$ cat src/design/cmc_pkg.sv
// Overview of operation
// A mode change waits, reported mode unchanged, until eleven recessive bits of bus idle.
// 111 all, 100 config, 011 listen, 010 loop, 001 disable, 000 normal; 110 and 101 reserved.
// The read-only current mode shows the mode in effect in the same coding.
// Reset sets both request and current mode to configuration, 100.
// Abort-all asks every transmit buffer to abort and clears once all have aborted.
// Clock select one gives a module clock of twice the peripheral clock, zero equal to it.
// With stop-in-idle set the controller halts in device Idle, else keeps running.
// With capture enabled each received message raises a timer capture event; the code raises it only for accepted messages while not halted.
// Window select one maps the shared region to filters, zero to buffers.
// The five-bit data compare count sets the compared data bits; 10010 to 11111 are invalid.
// A message is error checked, then filtered, and stored only if accepted.
// Standard and extended data frames of zero to eight bytes are handled.
// Up to eight prioritised abortable transmit buffers and 32 receive buffers of eight bytes.
// Up to sixteen standard or extended acceptance filters and three masks.
// Remote requests are answered automatically and bit rate reaches 1 Mbit per second.
// Software writes only defined mode codes and waits for the current mode to match.
package cmc_pkg;
    // ----------------------------------------
    // Timing
    // ----------------------------------------
    localparam int unsigned CLK_PERIOD_NS   = 10;
    localparam int unsigned BIT_TIME_MIN_NS = 1000;
    localparam logic [15:0] BIT_CLKS_MIN    = 16'(BIT_TIME_MIN_NS / CLK_PERIOD_NS);
    localparam logic [15:0] BIT_LEN_RESET   = BIT_CLKS_MIN;
    localparam logic [3:0]  IDLE_BITS       = 4'hb;
    // ----------------------------------------
    // Mode codes
    // ----------------------------------------
    localparam logic [2:0]  MODE_NORMAL     = 3'h0;
    localparam logic [2:0]  MODE_DISABLE    = 3'h1;
    localparam logic [2:0]  MODE_LOOPBACK   = 3'h2;
    localparam logic [2:0]  MODE_LISTEN     = 3'h3;
    localparam logic [2:0]  MODE_CONFIG     = 3'h4;
    localparam logic [2:0]  MODE_RSV_A      = 3'h5;
    localparam logic [2:0]  MODE_RSV_B      = 3'h6;
    localparam logic [2:0]  MODE_LISTEN_ALL = 3'h7;
    localparam logic [2:0]  MODE_RESET      = MODE_CONFIG;
    // ----------------------------------------
    // Register map (byte addresses)
    // ----------------------------------------
    localparam logic [7:0]  ADDR_CTRL1      = 8'h00;
    localparam logic [7:0]  ADDR_CTRL2      = 8'h04;
    localparam logic [7:0]  ADDR_CFG        = 8'h08;
    localparam logic [7:0]  ADDR_TIMING     = 8'h0c;
    localparam logic [7:0]  ADDR_IRQ_STAT   = 8'h10;
    localparam logic [7:0]  ADDR_IRQ_CLR    = 8'h14;
    localparam logic [7:0]  ADDR_IRQ_EN     = 8'h18;
    // ----------------------------------------
    // Field positions
    // ----------------------------------------
    localparam int unsigned POS_STOP_IDLE   = 13;
    localparam int unsigned POS_ABORT       = 12;
    localparam int unsigned POS_CLK_SEL     = 11;
    localparam int unsigned POS_REQ_MODE    = 8;
    localparam int unsigned POS_CUR_MODE    = 5;
    localparam int unsigned POS_CAPTURE     = 3;
    localparam int unsigned POS_WINDOW      = 0;
    localparam logic [4:0]  DATA_COMPARE_COUNT_MAX       = 5'h11;
    localparam logic [4:0]  DATA_COMPARE_COUNT_RESET     = 5'h00;
    // ----------------------------------------
    // Capacities
    // ----------------------------------------
    localparam int unsigned TX_BUFS         = 8;
    localparam int unsigned RX_BUFS         = 32;
    localparam int unsigned FILTERS         = 16;
    localparam int unsigned MASKS           = 3;
    localparam int unsigned MAX_DATA_BYTES  = 8;
    // ----------------------------------------
    // Interrupt bits
    // ----------------------------------------
    localparam int unsigned IRQ_W           = 4;
    localparam int unsigned IRQ_MODE_DONE   = 0;
    localparam int unsigned IRQ_ABORT_DONE  = 1;
    localparam int unsigned IRQ_CAPTURE     = 2;
    localparam int unsigned IRQ_BAD_REQ     = 3;
    localparam logic [1:0]  RESP_OKAY       = 2'h0;
    localparam logic [1:0]  RESP_SLVERR     = 2'h2;
endpackage : cmc_pkg

$ cat src/design/cmc_idle_if.sv
`timescale 1ns/1ps
interface cmc_idle_if;
    logic        rx_level;
    logic [15:0] bit_len;
    logic        clk_double;
    logic        bus_idle;
    logic        bit_tick;
    modport ctrl (output rx_level, output bit_len, output clk_double,
                  input bus_idle, input bit_tick);
    modport det  (input rx_level, input bit_len, input clk_double,
                  output bus_idle, output bit_tick);
endinterface : cmc_idle_if

$ cat src/design/cmc_idle_det.sv
`timescale 1ns/1ps
module cmc_idle_det (
    input  wire logic clock_in,
    input  wire logic nrst_in,
    cmc_idle_if.det   idle
);
    logic [15:0] acc_q;
    logic [15:0] acc_d;
    logic [3:0]  rec_q;
    logic        rx_last_q;
    logic        tick_q;
    wire  [15:0] step     = idle.clk_double ? 16'h0002 : 16'h0001;
    wire  [15:0] acc_sum  = acc_q + step;
    wire         fall     = rx_last_q & ~idle.rx_level;
    wire         bit_done = acc_sum >= idle.bit_len;

    // ----------------------------------------
    // Bit timing, resynced on dominant edges
    // ----------------------------------------
    assign acc_d = (fall | bit_done) ? 16'h0000 : acc_sum;

    always_ff @(posedge clock_in or negedge nrst_in) begin
        if (!nrst_in) begin
            acc_q     <= 16'h0000;
            rx_last_q <= 1'b1;
            tick_q    <= 1'b0;
        end else begin
            acc_q     <= acc_d;
            rx_last_q <= idle.rx_level;
            tick_q    <= bit_done & ~fall;
        end
    end

    // ----------------------------------------
    // Recessive bit run
    // ----------------------------------------
    always_ff @(posedge clock_in or negedge nrst_in) begin
        if (!nrst_in) begin
            rec_q <= 4'h0;
        end else if (!idle.rx_level) begin
            rec_q <= 4'h0;
        end else if (tick_q && rec_q != cmc_pkg::IDLE_BITS) begin
            rec_q <= rec_q + 4'h1;
        end
    end

    assign idle.bus_idle = (rec_q == cmc_pkg::IDLE_BITS);
    assign idle.bit_tick = tick_q;
endmodule : cmc_idle_det

$ cat src/design/cmc_top.sv
`timescale 1ns/1ps
module cmc_top (
    input  wire logic        clock_in,
    input  wire logic        nrst_in,
    input  wire logic [7:0]  s_axi_awaddr_in,
    input  wire logic        s_axi_awvalid_in,
    output logic             s_axi_awready_out,
    input  wire logic [31:0] s_axi_wdata_in,
    input  wire logic [3:0]  s_axi_wstrb_in,
    input  wire logic        s_axi_wvalid_in,
    output logic             s_axi_wready_out,
    output logic [1:0]       s_axi_bresp_out,
    output logic             s_axi_bvalid_out,
    input  wire logic        s_axi_bready_in,
    input  wire logic [7:0]  s_axi_araddr_in,
    input  wire logic        s_axi_arvalid_in,
    output logic             s_axi_arready_out,
    output logic [31:0]      s_axi_rdata_out,
    output logic [1:0]       s_axi_rresp_out,
    output logic             s_axi_rvalid_out,
    input  wire logic        s_axi_rready_in,
    input  wire logic        can_rx_in,
    input  wire logic        idle_mode_in,
    input  wire logic [7:0]  abort_done_in,
    input  wire logic        rx_frame_done_in,
    input  wire logic        rx_frame_ok_in,
    input  wire logic [15:0] rx_filter_hit_in,
    output logic [7:0]       abort_request_out,
    output logic             module_clock_double_out,
    output logic             module_halted_out,
    output logic             capture_event_out,
    output logic             rx_store_out,
    output logic             window_select_out,
    output logic [4:0]       data_compare_count_out,
    output logic [2:0]       current_mode_out,
    output logic             irq_out
);
    // ----------------------------------------
    // Declarations
    // ----------------------------------------
    logic                     rx_meta_q;
    logic                     rx_sync_q;
    logic                     aw_hold_q;
    logic [7:0]               aw_addr_q;
    logic                     w_hold_q;
    logic [31:0]              w_data_q;
    logic [3:0]               w_strb_q;
    logic                     bvalid_q;
    logic [1:0]               bresp_q;
    logic                     rvalid_q;
    logic [31:0]              rdata_q;
    logic [1:0]               rresp_q;
    logic                     stop_in_idle_q;
    logic                     abort_all_transmit_q;
    logic                     protocol_clock_select_q;
    logic [2:0]               requested_mode_q;
    logic [2:0]               current_mode_q;
    logic                     receive_capture_enable_q;
    logic                     register_window_select_q;
    logic [4:0]               data_compare_count_q;
    logic [15:0]              bit_len_q;
    logic [cmc_pkg::TX_BUFS-1:0] abort_pend_q;
    logic                     abort_busy_q;
    logic                     capture_q;
    logic                     store_q;
    logic [cmc_pkg::IRQ_W-1:0] irq_stat_q;
    logic [cmc_pkg::IRQ_W-1:0] irq_en_q;
    logic [cmc_pkg::IRQ_W-1:0] irq_set;
    logic [15:0]              ctrl1_img;
    logic [31:0]              rd_mux;
    logic                     rd_hit;

    cmc_idle_if idle_bus ();

    // ----------------------------------------
    // Pin synchroniser
    // ----------------------------------------
    always_ff @(posedge clock_in or negedge nrst_in) begin
        if (!nrst_in) begin
            rx_meta_q <= 1'b1;
            rx_sync_q <= 1'b1;
        end else begin
            rx_meta_q <= can_rx_in;
            rx_sync_q <= rx_meta_q;
        end
    end

    assign idle_bus.rx_level   = rx_sync_q;
    assign idle_bus.bit_len    = bit_len_q;
    assign idle_bus.clk_double = protocol_clock_select_q;

    cmc_idle_det u_idle_det (
        .clock_in (clock_in),
        .nrst_in  (nrst_in),
        .idle     (idle_bus.det)
    );

    // ----------------------------------------
    // Bus write channel
    // ----------------------------------------
    wire aw_fire  = s_axi_awvalid_in & s_axi_awready_out;
    wire w_fire   = s_axi_wvalid_in & s_axi_wready_out;
    wire wr_fire  = aw_hold_q & w_hold_q & ~bvalid_q;
    wire lane0    = w_strb_q[0];
    wire lane1    = w_strb_q[1];

    assign s_axi_awready_out = ~aw_hold_q & ~bvalid_q;
    assign s_axi_wready_out  = ~w_hold_q & ~bvalid_q;

    wire wr_ctrl1  = wr_fire && aw_addr_q == cmc_pkg::ADDR_CTRL1;
    wire wr_ctrl2  = wr_fire && aw_addr_q == cmc_pkg::ADDR_CTRL2;
    wire wr_cfg    = wr_fire && aw_addr_q == cmc_pkg::ADDR_CFG;
    wire wr_timing = wr_fire && aw_addr_q == cmc_pkg::ADDR_TIMING;
    wire wr_stat   = wr_fire && aw_addr_q == cmc_pkg::ADDR_IRQ_STAT;
    wire wr_clr    = wr_fire && aw_addr_q == cmc_pkg::ADDR_IRQ_CLR;
    wire wr_en     = wr_fire && aw_addr_q == cmc_pkg::ADDR_IRQ_EN;
    wire wr_hit    = wr_ctrl1 | wr_ctrl2 | wr_cfg | wr_timing | wr_stat | wr_clr | wr_en;

    always_ff @(posedge clock_in or negedge nrst_in) begin
        if (!nrst_in) begin
            aw_hold_q <= 1'b0;
            aw_addr_q <= 8'h00;
            w_hold_q  <= 1'b0;
            w_data_q  <= 32'h0000_0000;
            w_strb_q  <= 4'h0;
        end else begin
            if (aw_fire) begin
                aw_hold_q <= 1'b1;
                aw_addr_q <= s_axi_awaddr_in;
            end else if (wr_fire) begin
                aw_hold_q <= 1'b0;
            end
            if (w_fire) begin
                w_hold_q <= 1'b1;
                w_data_q <= s_axi_wdata_in;
                w_strb_q <= s_axi_wstrb_in;
            end else if (wr_fire) begin
                w_hold_q <= 1'b0;
            end
        end
    end

    // Read-only registers answer writes with an error
    always_ff @(posedge clock_in or negedge nrst_in) begin
        if (!nrst_in) begin
            bvalid_q <= 1'b0;
            bresp_q  <= cmc_pkg::RESP_OKAY;
        end else if (wr_fire) begin
            bvalid_q <= 1'b1;
            bresp_q  <= (wr_hit && !wr_ctrl2 && !wr_stat) ? cmc_pkg::RESP_OKAY
                                                          : cmc_pkg::RESP_SLVERR;
        end else if (s_axi_bready_in) begin
            bvalid_q <= 1'b0;
        end
    end

    assign s_axi_bvalid_out = bvalid_q;
    assign s_axi_bresp_out  = bresp_q;

    // ----------------------------------------
    // Control register one
    // ----------------------------------------
    wire [2:0] wr_req_mode = w_data_q[cmc_pkg::POS_REQ_MODE +: 3];
    wire       wr_req_bad  = wr_ctrl1 & lane1 &
                             (wr_req_mode == cmc_pkg::MODE_RSV_A ||
                              wr_req_mode == cmc_pkg::MODE_RSV_B);
    wire       wr_abort    = wr_ctrl1 & lane1 & w_data_q[cmc_pkg::POS_ABORT];

    always_ff @(posedge clock_in or negedge nrst_in) begin
        if (!nrst_in) begin
            stop_in_idle_q           <= 1'b0;
            protocol_clock_select_q  <= 1'b0;
            requested_mode_q         <= cmc_pkg::MODE_RESET;
            receive_capture_enable_q <= 1'b0;
            register_window_select_q <= 1'b0;
        end else if (wr_ctrl1) begin
            if (lane1) begin
                stop_in_idle_q          <= w_data_q[cmc_pkg::POS_STOP_IDLE];
                protocol_clock_select_q <= w_data_q[cmc_pkg::POS_CLK_SEL];
                requested_mode_q        <= wr_req_mode;
            end
            if (lane0) begin
                receive_capture_enable_q <= w_data_q[cmc_pkg::POS_CAPTURE];
                register_window_select_q <= w_data_q[cmc_pkg::POS_WINDOW];
            end
        end
    end

    // ----------------------------------------
    // Mode change
    // ----------------------------------------
    wire halted      = stop_in_idle_q & idle_mode_in;
    wire req_valid   = requested_mode_q != cmc_pkg::MODE_RSV_A &&
                       requested_mode_q != cmc_pkg::MODE_RSV_B;
    wire mode_change = req_valid && requested_mode_q != current_mode_q &&
                       idle_bus.bus_idle && !halted;

    always_ff @(posedge clock_in or negedge nrst_in) begin
        if (!nrst_in) begin
            current_mode_q <= cmc_pkg::MODE_RESET;
        end else if (mode_change) begin
            current_mode_q <= requested_mode_q;
        end
    end

    // ----------------------------------------
    // Abort of all transmit buffers
    // ----------------------------------------
    // Each buffer stays asked until it reports; the bit clears only when all have
    genvar gi;
    generate
        for (gi = 0; gi < cmc_pkg::TX_BUFS; gi++) begin : g_abort
            always_ff @(posedge clock_in or negedge nrst_in) begin
                if (!nrst_in) begin
                    abort_pend_q[gi] <= 1'b0;
                end else if (wr_abort && !abort_all_transmit_q) begin
                    abort_pend_q[gi] <= 1'b1;
                end else if (abort_done_in[gi]) begin
                    abort_pend_q[gi] <= 1'b0;
                end
            end
        end
    endgenerate

    wire abort_finish = abort_busy_q & ~(|abort_pend_q) & ~wr_abort;

    // A new write of one wins over the hardware clear
    always_ff @(posedge clock_in or negedge nrst_in) begin
        if (!nrst_in) begin
            abort_all_transmit_q <= 1'b0;
            abort_busy_q         <= 1'b0;
        end else if (wr_abort) begin
            abort_all_transmit_q <= 1'b1;
            abort_busy_q         <= 1'b1;
        end else if (abort_finish) begin
            abort_all_transmit_q <= 1'b0;
            abort_busy_q         <= 1'b0;
        end
    end

    assign abort_request_out = abort_pend_q;

    // ----------------------------------------
    // Data compare count and bit timing
    // ----------------------------------------
    wire        cnt_ok  = w_data_q[4:0] <= cmc_pkg::DATA_COMPARE_COUNT_MAX;
    wire [15:0] len_min = protocol_clock_select_q ? {cmc_pkg::BIT_CLKS_MIN[14:0], 1'b0}
                                                  : cmc_pkg::BIT_CLKS_MIN;
    wire [15:0] len_wr  = w_data_q[15:0] < len_min ? len_min : w_data_q[15:0];

    always_ff @(posedge clock_in or negedge nrst_in) begin
        if (!nrst_in) begin
            data_compare_count_q <= cmc_pkg::DATA_COMPARE_COUNT_RESET;
            bit_len_q            <= cmc_pkg::BIT_LEN_RESET;
        end else begin
            if (wr_cfg && lane0 && cnt_ok) begin
                data_compare_count_q <= w_data_q[4:0];
            end
            if (wr_timing && lane0 && lane1) begin
                bit_len_q <= len_wr;
            end
        end
    end

    // ----------------------------------------
    // Receive path events
    // ----------------------------------------
    // Filter result counts only for a frame already free of errors
    wire accepted = rx_frame_done_in & rx_frame_ok_in & (|rx_filter_hit_in);

    always_ff @(posedge clock_in or negedge nrst_in) begin
        if (!nrst_in) begin
            store_q   <= 1'b0;
            capture_q <= 1'b0;
        end else begin
            store_q   <= accepted & ~halted;
            capture_q <= accepted & ~halted & receive_capture_enable_q;
        end
    end

    // ----------------------------------------
    // Interrupt status
    // ----------------------------------------
    always_comb begin
        irq_set                           = '0;
        irq_set[cmc_pkg::IRQ_MODE_DONE]   = mode_change;
        irq_set[cmc_pkg::IRQ_ABORT_DONE]  = abort_finish;
        irq_set[cmc_pkg::IRQ_CAPTURE]     = capture_q;
        irq_set[cmc_pkg::IRQ_BAD_REQ]     = wr_req_bad;
    end

    wire [cmc_pkg::IRQ_W-1:0] irq_clr = (wr_clr && lane0) ? w_data_q[cmc_pkg::IRQ_W-1:0]
                                                          : '0;

    // Set wins over a clear in the same cycle
    always_ff @(posedge clock_in or negedge nrst_in) begin
        if (!nrst_in) begin
            irq_stat_q <= '0;
            irq_en_q   <= '0;
        end else begin
            irq_stat_q <= (irq_stat_q & ~irq_clr) | irq_set;
            if (wr_en && lane0) begin
                irq_en_q <= w_data_q[cmc_pkg::IRQ_W-1:0];
            end
        end
    end

    assign irq_out = |(irq_stat_q & irq_en_q);

    // ----------------------------------------
    // Read channel
    // ----------------------------------------
    always_comb begin
        ctrl1_img                                 = 16'h0000;
        ctrl1_img[cmc_pkg::POS_STOP_IDLE]         = stop_in_idle_q;
        ctrl1_img[cmc_pkg::POS_ABORT]             = abort_all_transmit_q;
        ctrl1_img[cmc_pkg::POS_CLK_SEL]           = protocol_clock_select_q;
        ctrl1_img[cmc_pkg::POS_REQ_MODE +: 3]     = requested_mode_q;
        ctrl1_img[cmc_pkg::POS_CUR_MODE +: 3]     = current_mode_q;
        ctrl1_img[cmc_pkg::POS_CAPTURE]           = receive_capture_enable_q;
        ctrl1_img[cmc_pkg::POS_WINDOW]            = register_window_select_q;
    end

    always_comb begin
        rd_hit = 1'b1;
        rd_mux = 32'h0000_0000;
        if (s_axi_araddr_in == cmc_pkg::ADDR_CTRL1) begin
            rd_mux = {16'h0000, ctrl1_img};
        end else if (s_axi_araddr_in == cmc_pkg::ADDR_CTRL2) begin
            rd_mux = {27'h0000000, data_compare_count_q};
        end else if (s_axi_araddr_in == cmc_pkg::ADDR_CFG) begin
            rd_mux = {27'h0000000, data_compare_count_q};
        end else if (s_axi_araddr_in == cmc_pkg::ADDR_TIMING) begin
            rd_mux = {16'h0000, bit_len_q};
        end else if (s_axi_araddr_in == cmc_pkg::ADDR_IRQ_STAT) begin
            rd_mux = {28'h0000000, irq_stat_q};
        end else if (s_axi_araddr_in == cmc_pkg::ADDR_IRQ_CLR) begin
            rd_mux = 32'h0000_0000;
        end else if (s_axi_araddr_in == cmc_pkg::ADDR_IRQ_EN) begin
            rd_mux = {28'h0000000, irq_en_q};
        end else begin
            rd_hit = 1'b0;
        end
    end

    assign s_axi_arready_out = ~rvalid_q;

    always_ff @(posedge clock_in or negedge nrst_in) begin
        if (!nrst_in) begin
            rvalid_q <= 1'b0;
            rdata_q  <= 32'h0000_0000;
            rresp_q  <= cmc_pkg::RESP_OKAY;
        end else if (s_axi_arvalid_in && !rvalid_q) begin
            rvalid_q <= 1'b1;
            rdata_q  <= rd_mux;
            rresp_q  <= rd_hit ? cmc_pkg::RESP_OKAY : cmc_pkg::RESP_SLVERR;
        end else if (s_axi_rready_in) begin
            rvalid_q <= 1'b0;
        end
    end

    assign s_axi_rvalid_out = rvalid_q;
    assign s_axi_rdata_out  = rdata_q;
    assign s_axi_rresp_out  = rresp_q;

    // ----------------------------------------
    // Block outputs
    // ----------------------------------------
    assign module_clock_double_out = protocol_clock_select_q;
    assign module_halted_out       = halted;
    assign capture_event_out       = capture_q;
    assign rx_store_out            = store_q;
    assign window_select_out       = register_window_select_q;
    assign data_compare_count_out  = data_compare_count_q;
    assign current_mode_out        = current_mode_q;
endmodule : cmc_top

$ cat config.mk
export PLATFORM = sky130hd
export DESIGN_NAME = cmc_top
export DESIGN_NICKNAME = d
export VERILOG_FILES = /design/src/design/cmc_pkg.sv /design/src/design/cmc_idle_if.sv /design/src/design/cmc_idle_det.sv /design/src/design/cmc_top.sv
export SDC_FILE = /design/constraint.sdc
export NUM_CORES = 1
export LEC_CHECK = 0
export ABC_AREA = 1
export BUFFER_PORTS_ARGS = -buffer_cell sky130_fd_sc_hd__buf_2
export CORE_AREA = 2 2 106 118
export DETAILED_ROUTE_END_ITERATION = 12
export DIE_AREA = 0 0 108 120
export PLACE_DENSITY = 0.86
export SETUP_SLACK_MARGIN = 0.05
export SLEW_MARGIN = 20
export SYNTH_ARGS = -nofsm -noshare
export SYNTH_HDL_FRONTEND = slang
export SYNTH_SLANG_ARGS = --single-unit
$ cat constraint.sdc
create_clock -name clock_in -period 4 [get_ports clock_in]
set_input_delay 0.2 -clock clock_in [delete_from_list [all_inputs] [get_ports clock_in]]
set_output_delay 0.2 -clock clock_in [all_outputs]
set_load 0.02 [all_outputs]
## Word-level counts from Yosys, hierarchy flattened

Index checks and enable logic that the tools add are counted.

- Logic and storage cells: 196
- Flip-flop bits (word level): 140
- Bits of input ports: 87
- Output and inout port bits: 63

- Bitwise operators: 38
- $lt $le $gt $ge: 3
- Add/sub/neg operators: 2
- Reduce and logical (&&, ||, !) cells: 48
- Equality and inequality tests: 20
- Mux-type cells: 48

Operators by type and width:

| operator | number |
|---|---|
| 2-to-1 mux 16 bit | 6 |
| == test 8 x 5 -> 1 bit (second input constant) | 6 |
| == test 8 x 4 -> 1 bit (second input constant) | 4 |
| 2-to-1 mux 1 bit | 32 |
| nonzero test 2 bit | 13 |
| 2-to-1 mux 4 bit | 6 |
| logical AND 1 bit | 22 |
| bitwise AND 1 bit | 18 |
| adder 16 bit | 1 |
| == test 8 x 3 -> 1 bit (second input constant) | 2 |
| greater-or-equal comparator 16 bit | 1 |
| logical NOT 8 bit | 2 |
| < comparator 16 x 8 -> 1 bit | 1 |
| OR reduction 16 bit | 1 |
| inverter 1 bit | 9 |
| bitwise AND 4 bit | 2 |
| 2-to-1 mux 8 bit | 1 |
| OR reduction 8 bit | 1 |
| OR 1 bit | 7 |
| == test 3 bit (second input constant) | 2 |
| 2-to-1 mux 2 bit | 3 |
| inequality test 3 bit (second input constant) | 2 |
| less-or-equal comparator 5 bit (second input constant) | 1 |
| logical NOT 1 bit | 5 |
| 10 further kinds | 11 |

## Logic depth before layout (Yosys ltp)

- Word-level depth: 12
- Gate-level depth with buffers: 21
- Gate-level depth less buffers: 21

## Modules after synthesis

From an unflattened synthesis, not the netlist that was laid out.

- Cell total of the unflattened synthesis: 763
- Area, all modules: 6,359.8 µm²

By module, submodules not included:

| module | cells an instance | area each (µm²) | instances | sequential area each (µm²) |
|---|---|---|---|---|
| cmc_top | 535 | 4,670.7 | 1 | 2,511.2 |
| cmc_idle_det | 228 | 1,689.1 | 1 | 551.8 |

## Worst setup path after synthesis

OpenSTA, ideal clock, no wires.

- Kind: register to register
- Start: register protocol_clock_select_q, in the netlist module_clock_double_out
- End: register u_idle_det.acc_q[11]
- Setup slack: 0.971 ns
- Data required time: 3.877 ns
- Period minus slack after synthesis: 3.029 ns
- Setup time: 0.123 ns
- Arrival: 2.907 ns
- Stages on the path, launching flop included: 20
- Buffers on the path: 1
- Path through: dfrtp_1 -> inv_1 -> ha_1 -> fa_1 -> nand2_1 -> nor2_1 -> nand2_1 -> nor2_1 -> nand3_1 -> nand2_1 -> nand2_1 -> inv_1 -> ha_1 -> nand2_1 -> nor2_1 -> nor2b_1 -> nand3_1 -> nand4_1 -> buf_4 -> nor2_1

- Longest elaborated chain between the ends: 5

Ends and longest elaborated chain:

| item | RTL line | text |
|---|---|---|
| start, declared | cmc_top.sv:55 | `logic protocol_clock_select_q;` |
| start signal, assigned | cmc_top.sv:179 | `protocol_clock_select_q <= w_data_q[cmc_pkg::POS_CLK_SEL];` |
| 2-to-1 mux 2 bit * | cmc_idle_det.sv:12 | `wire [15:0] step = idle.clk_double ? 16'h0002 : 16'h0001;` |
| adder 16 bit * | cmc_idle_det.sv:13 | `wire [15:0] acc_sum = acc_q + step;` |
| greater-or-equal comparator 16 bit | cmc_idle_det.sv:15 | `wire bit_done = acc_sum >= idle.bit_len;` |
| OR 1 bit | cmc_idle_det.sv:20 | `assign acc_d = (fall \| bit_done) ? 16'h0000 : acc_sum;` |
| 2-to-1 mux 16 bit * | cmc_idle_det.sv:20 |  |
| named net u_idle_det.acc_d[11] | cmc_idle_det.sv:8 | `logic [15:0] acc_d;` |
| end signal, assigned | cmc_idle_det.sv:24 | `acc_q <= 16'h0000;` |
| end signal, assigned | cmc_idle_det.sv:28 | `acc_q <= acc_d;` |
| end, declared | cmc_idle_det.sv:7 | `logic [15:0] acc_q;` |

The timed path passes the listed nets; every way through them passes the cells marked *.
A chain may end at the register's enable or synchronous reset.

## Final worst setup path

- Start: register protocol_clock_select_q, in the netlist module_clock_double_out
- End: register u_idle_det.acc_q[12]

Same word-level chain as after synthesis.

==> flow_metrics.py <==
metrics = {
    "status": {
        "outcome": "finished, final reports clean",
    },
    "cts": {
        "numCtsBuffers": 17,
        "clock_latency_ns": 0.42,
        "cts_resized": 0,
        "cts_setup_buffers": 0,
        "cts_tree": "built",
        "cts_root_buf": "clkbuf_16",
        "clkTransAtPathRegs_ns": 0.06,
        "cts_htree_levels": 4,
        "clock_path_buffers": 2,
        "clock-sinks": 122,
    },
    "yosys": {
        "syn-cell-area_um2": 6240,
        "yosys_most_used_dff": "dfrtp_1",
        "synth.top_cell.area_share_pct": 45.7,
        "yosysUniqueCellTypes": 40,
        "synth_area_leaders": "dfrtp_1 (46%), nand2_1 (9.9%), inv_1 (7.2%), nor2_1 (6.1%), o21ai_0 (4.6%)",
        "async_reset_ff_share_pct": 100,
        "synthCells": 773,
        "synth_largest_area_cell": "dfrtp_1",
        "ys_seq_area_share_pct": 49.1,
        "synth_warnings": 0,
        "synth-seq-cells": 122,
        "synth-edff-count": 0,
        "syn_area_per_cell_um2": 8.08,
    },
    "finish": {
        "fin_util_pct": 64.6,
        "n_fill_cell": 935,
        "nets": 1019,
        "area_delta_synth_final_pct": 22.4,
        "layoutNonFillerInstCount": 1076,
        "multiInputGateArea_um2": 2580,
        "drive_gt1_share_pct": 19.5,
        "regArea_um2": 3060,
        "diodes": 0,
    },
    "grt": {
        "track_usage_pct": 26.4,
        "grt_pass1_vias": 5646,
        "grt_max_degree": 47,
        "grt_overflow": 0,
        "grt_first_pass_wirelength_um": 26400,
        "grt_antenna_before_repair": 0,
    },
    "setup_path": {
        "endpoint_kind": "register",
        "crit_type": "reg2reg",
        "crit_buf_inv": 3,
        "path_delay_family": "simple AND/OR/NAND/NOR gates",
        "slowest_stage": "dfrtp_1",
        "cp_data_arrival_time_ns": 3.74,
        "reg2reg_depth": 16,
        "r2r_slack_ns": 0.55,
        "cp.required_ns": 4.29,
        "path_cells": "inv_1 -> ha_1 -> fa_1 -> nand2_1 -> nor2_1 -> nand3_1 -> xor2_1 -> inv_1 -> ha_1 -> nand2_1 -> nor2_1 -> nor2b_1 -> nand3_1 -> nand4_1 -> buf_4 -> nor2_1",
        "crit_fanout": 16,
        "reg2reg_to": "u_idle_det.acc_q[12]",
        "r2r_start": "module_clock_double_out",
        "crit_path_start_kind": "register",
        "path_common_cell": "nor2_1",
        "slowest_delay_ns": 0.58,
    },
    "floorplanning": {
        "die_area_um2": 13000,
        "die_w_um": 108,
        "die_y_um": 120,
        "initial_core_util_pct": 52.8,
        "pin_count": 150,
        "rows": 42,
        "coreArea_um2": 11800,
    },
    "timing": {
        "period_minus_slack_ns": 3.45,
        "max_slew_margin_pct": 55.2,
        "tightest_slew_ns": 0.670,
        "max_freq_ghz": 0.290,
        "slew_violations": 0,
        "setup_tns_ns": 0,
        "finalSetupViolations": 0,
        "fin_skew_ns": 0.00810,
        "hold_viol": 0,
        "min_period_over_period_pct": 86.3,
        "rsz0062_at_grt": "no",
        "hold-worst-slack_ns": 0.0156,
    },
    "drt": {
        "post-route-drc-count": 0,
        "routedWlPerCell_um": 15.1,
        "drt_first_pass_iters": 5,
        "routed_via_density": 5.33,
        "drtIter0Drc": 492,
        "wirelength_um": 16300,
        "vias": 5736,
        "ant_nets": 0,
    },
    "pwr": {
        "powerDensity_nw_per_um2": 531,
        "p_leak_uw": 0.00397,
        "max-vdd-ir-drop_mv": 0.567,
    },
    "placed_design": {
        "place.gp.congestion": 0.857,
        "hpwl_um": 11100,
        "dpl.cell_count": 1031,
        "port_buffers": 113,
    },
    "min_path": {
        "min_to": "aw_addr_q[6]",
        "min_path_type": "in2reg",
        "hold_depth": 2,
        "min-delay-start": "s_axi_awaddr_in[6]",
    },
    "run": {
        "maxCapViolCount": 0,
    },
}
## where the power goes
part / internal [uW] / switching, uW / total, uW
registers: 1440 / 165 / 1610
logic: 280 / 571 / 851
clock network: 1020 / 577 / 1600
total: 2740 / 1310 / 4050
## state kept, by name, summed over array words and instances, names as in the netlist, 2 cells and up
signal                  flops
abort_request_out           8
aw_addr_q                   8
bit_len_q                  16
current_mode_out            3
data_compare_count_out      5
irq_en_q                    4
irq_stat_q                  4
requested_mode_q            3
s_axi_rdata_out            16
u_idle_det.acc_q           16
u_idle_det.rec_q            4
w_data_q                   16
w_strb_q                    2
## worst max-delay path by stage
stage,startpoint,to,slack (ns),cells past startpoint
final,module_clock_double_out,u_idle_det.acc_q[12],0.55,16
after global routing,module_clock_double_out,u_idle_det.acc_q[4],0.29,18
after CTS,module_clock_double_out,u_idle_det.acc_q[4],0.61,16
after detailed placement,module_clock_double_out,u_idle_det.acc_q[4],0.73,19
after global placement,module_clock_double_out,u_idle_det.acc_q[11],0.82,19
after floorplan,module_clock_double_out,u_idle_det.acc_q[11],0.97,19
## metrics by stage
stage	worst slack, ns	power, uW	cell area, um^2
floorplan	0.971	2160	6310
global placement	0.820	2380	6890
detailed placement	0.731	2430	6890
CTS	0.609	4040	7630
global route	0.290	4240	7640
finish	0.549	4050	7640
## logic make-up after synthesis
family          Yosys count  synth area share (%)
fa+ha+maj                23                  4.73
xor+xnor                  9                  1.26
mux                       3                 0.541
other cells               1                0.0601
flops                   122                  49.1
simple gates            337                  22.7
compound gates          127                  11.0
buf+inv                 151                  10.6
## worst reg2reg max path: cells and delay by family, from the launching register on
kind                     cells  cell delay (ns)
adder cells (fa/ha/maj)      3             0.96
buffers and inverters        3             0.54
AND/OR/NAND/NOR              9             0.98
XOR/XNOR                     1             0.26
flip-flops                   1             0.58
## Yosys cell counts, types with 4 or more instances
cell	instances
a21oi_1	54
o21ai_0	57
nand3_1	36
buf_4	21
nor3_1	8
nor2_1	101
nand4_1	14
dfrtp_1	114
xnor2_1	4
inv_1	119
dfstp_2	8
ha_1	22
xor2_1	5
nand2_1	164
clkbuf_1	5
o21ai_2	9
## what timing repair did
item	CTS	global route
hold buffers	12	0
endpoints found under the setup margin	0	0
endpoints found under the hold margin	53	0
## placed cells by master (no fill, tap or decap), types with 3 or more instances in the layout
master	n
nand2_1	163
bufinv_16	3
xnor2_1	4
ha_1	22
dfstp_2	8
inv_6	3
clkinvlp_4	3
a21oi_1	54
o21ai_0	57
conb_1	18
nor2_1	101
dlygate4sd3_1	12
nor3_1	8
buf_2	112
buf_4	5
o21ai_2	9
dfrtp_1	114
clkbuf_16	17
nand3_1	36
inv_1	119
nand4_1	14
mux2_2	3
xor2_1	5
## final cells by class
cell class                      count  area share (%)
Sequential cell                   122            40.1
Multi-Input combinational cell    517            33.8
Timing Repair Buffer              130            9.55
Clock buffer                       20            5.98
Inverter                          121            5.94
Tap cell                          154            2.52
Clock inverter                     12            2.11
## routing by layer
| layer | part of all wire [%] | track usage (%) |
|---|---|---|
| met3 | 7.6 | 6.19 |
| met1 | 40 | 32.1 |
| met5 | 0 | 0.420 |
| met4 | 3.7 | 12.7 |
| met2 | 49 | 43.9 |
(Power assumes the default switching activity.)
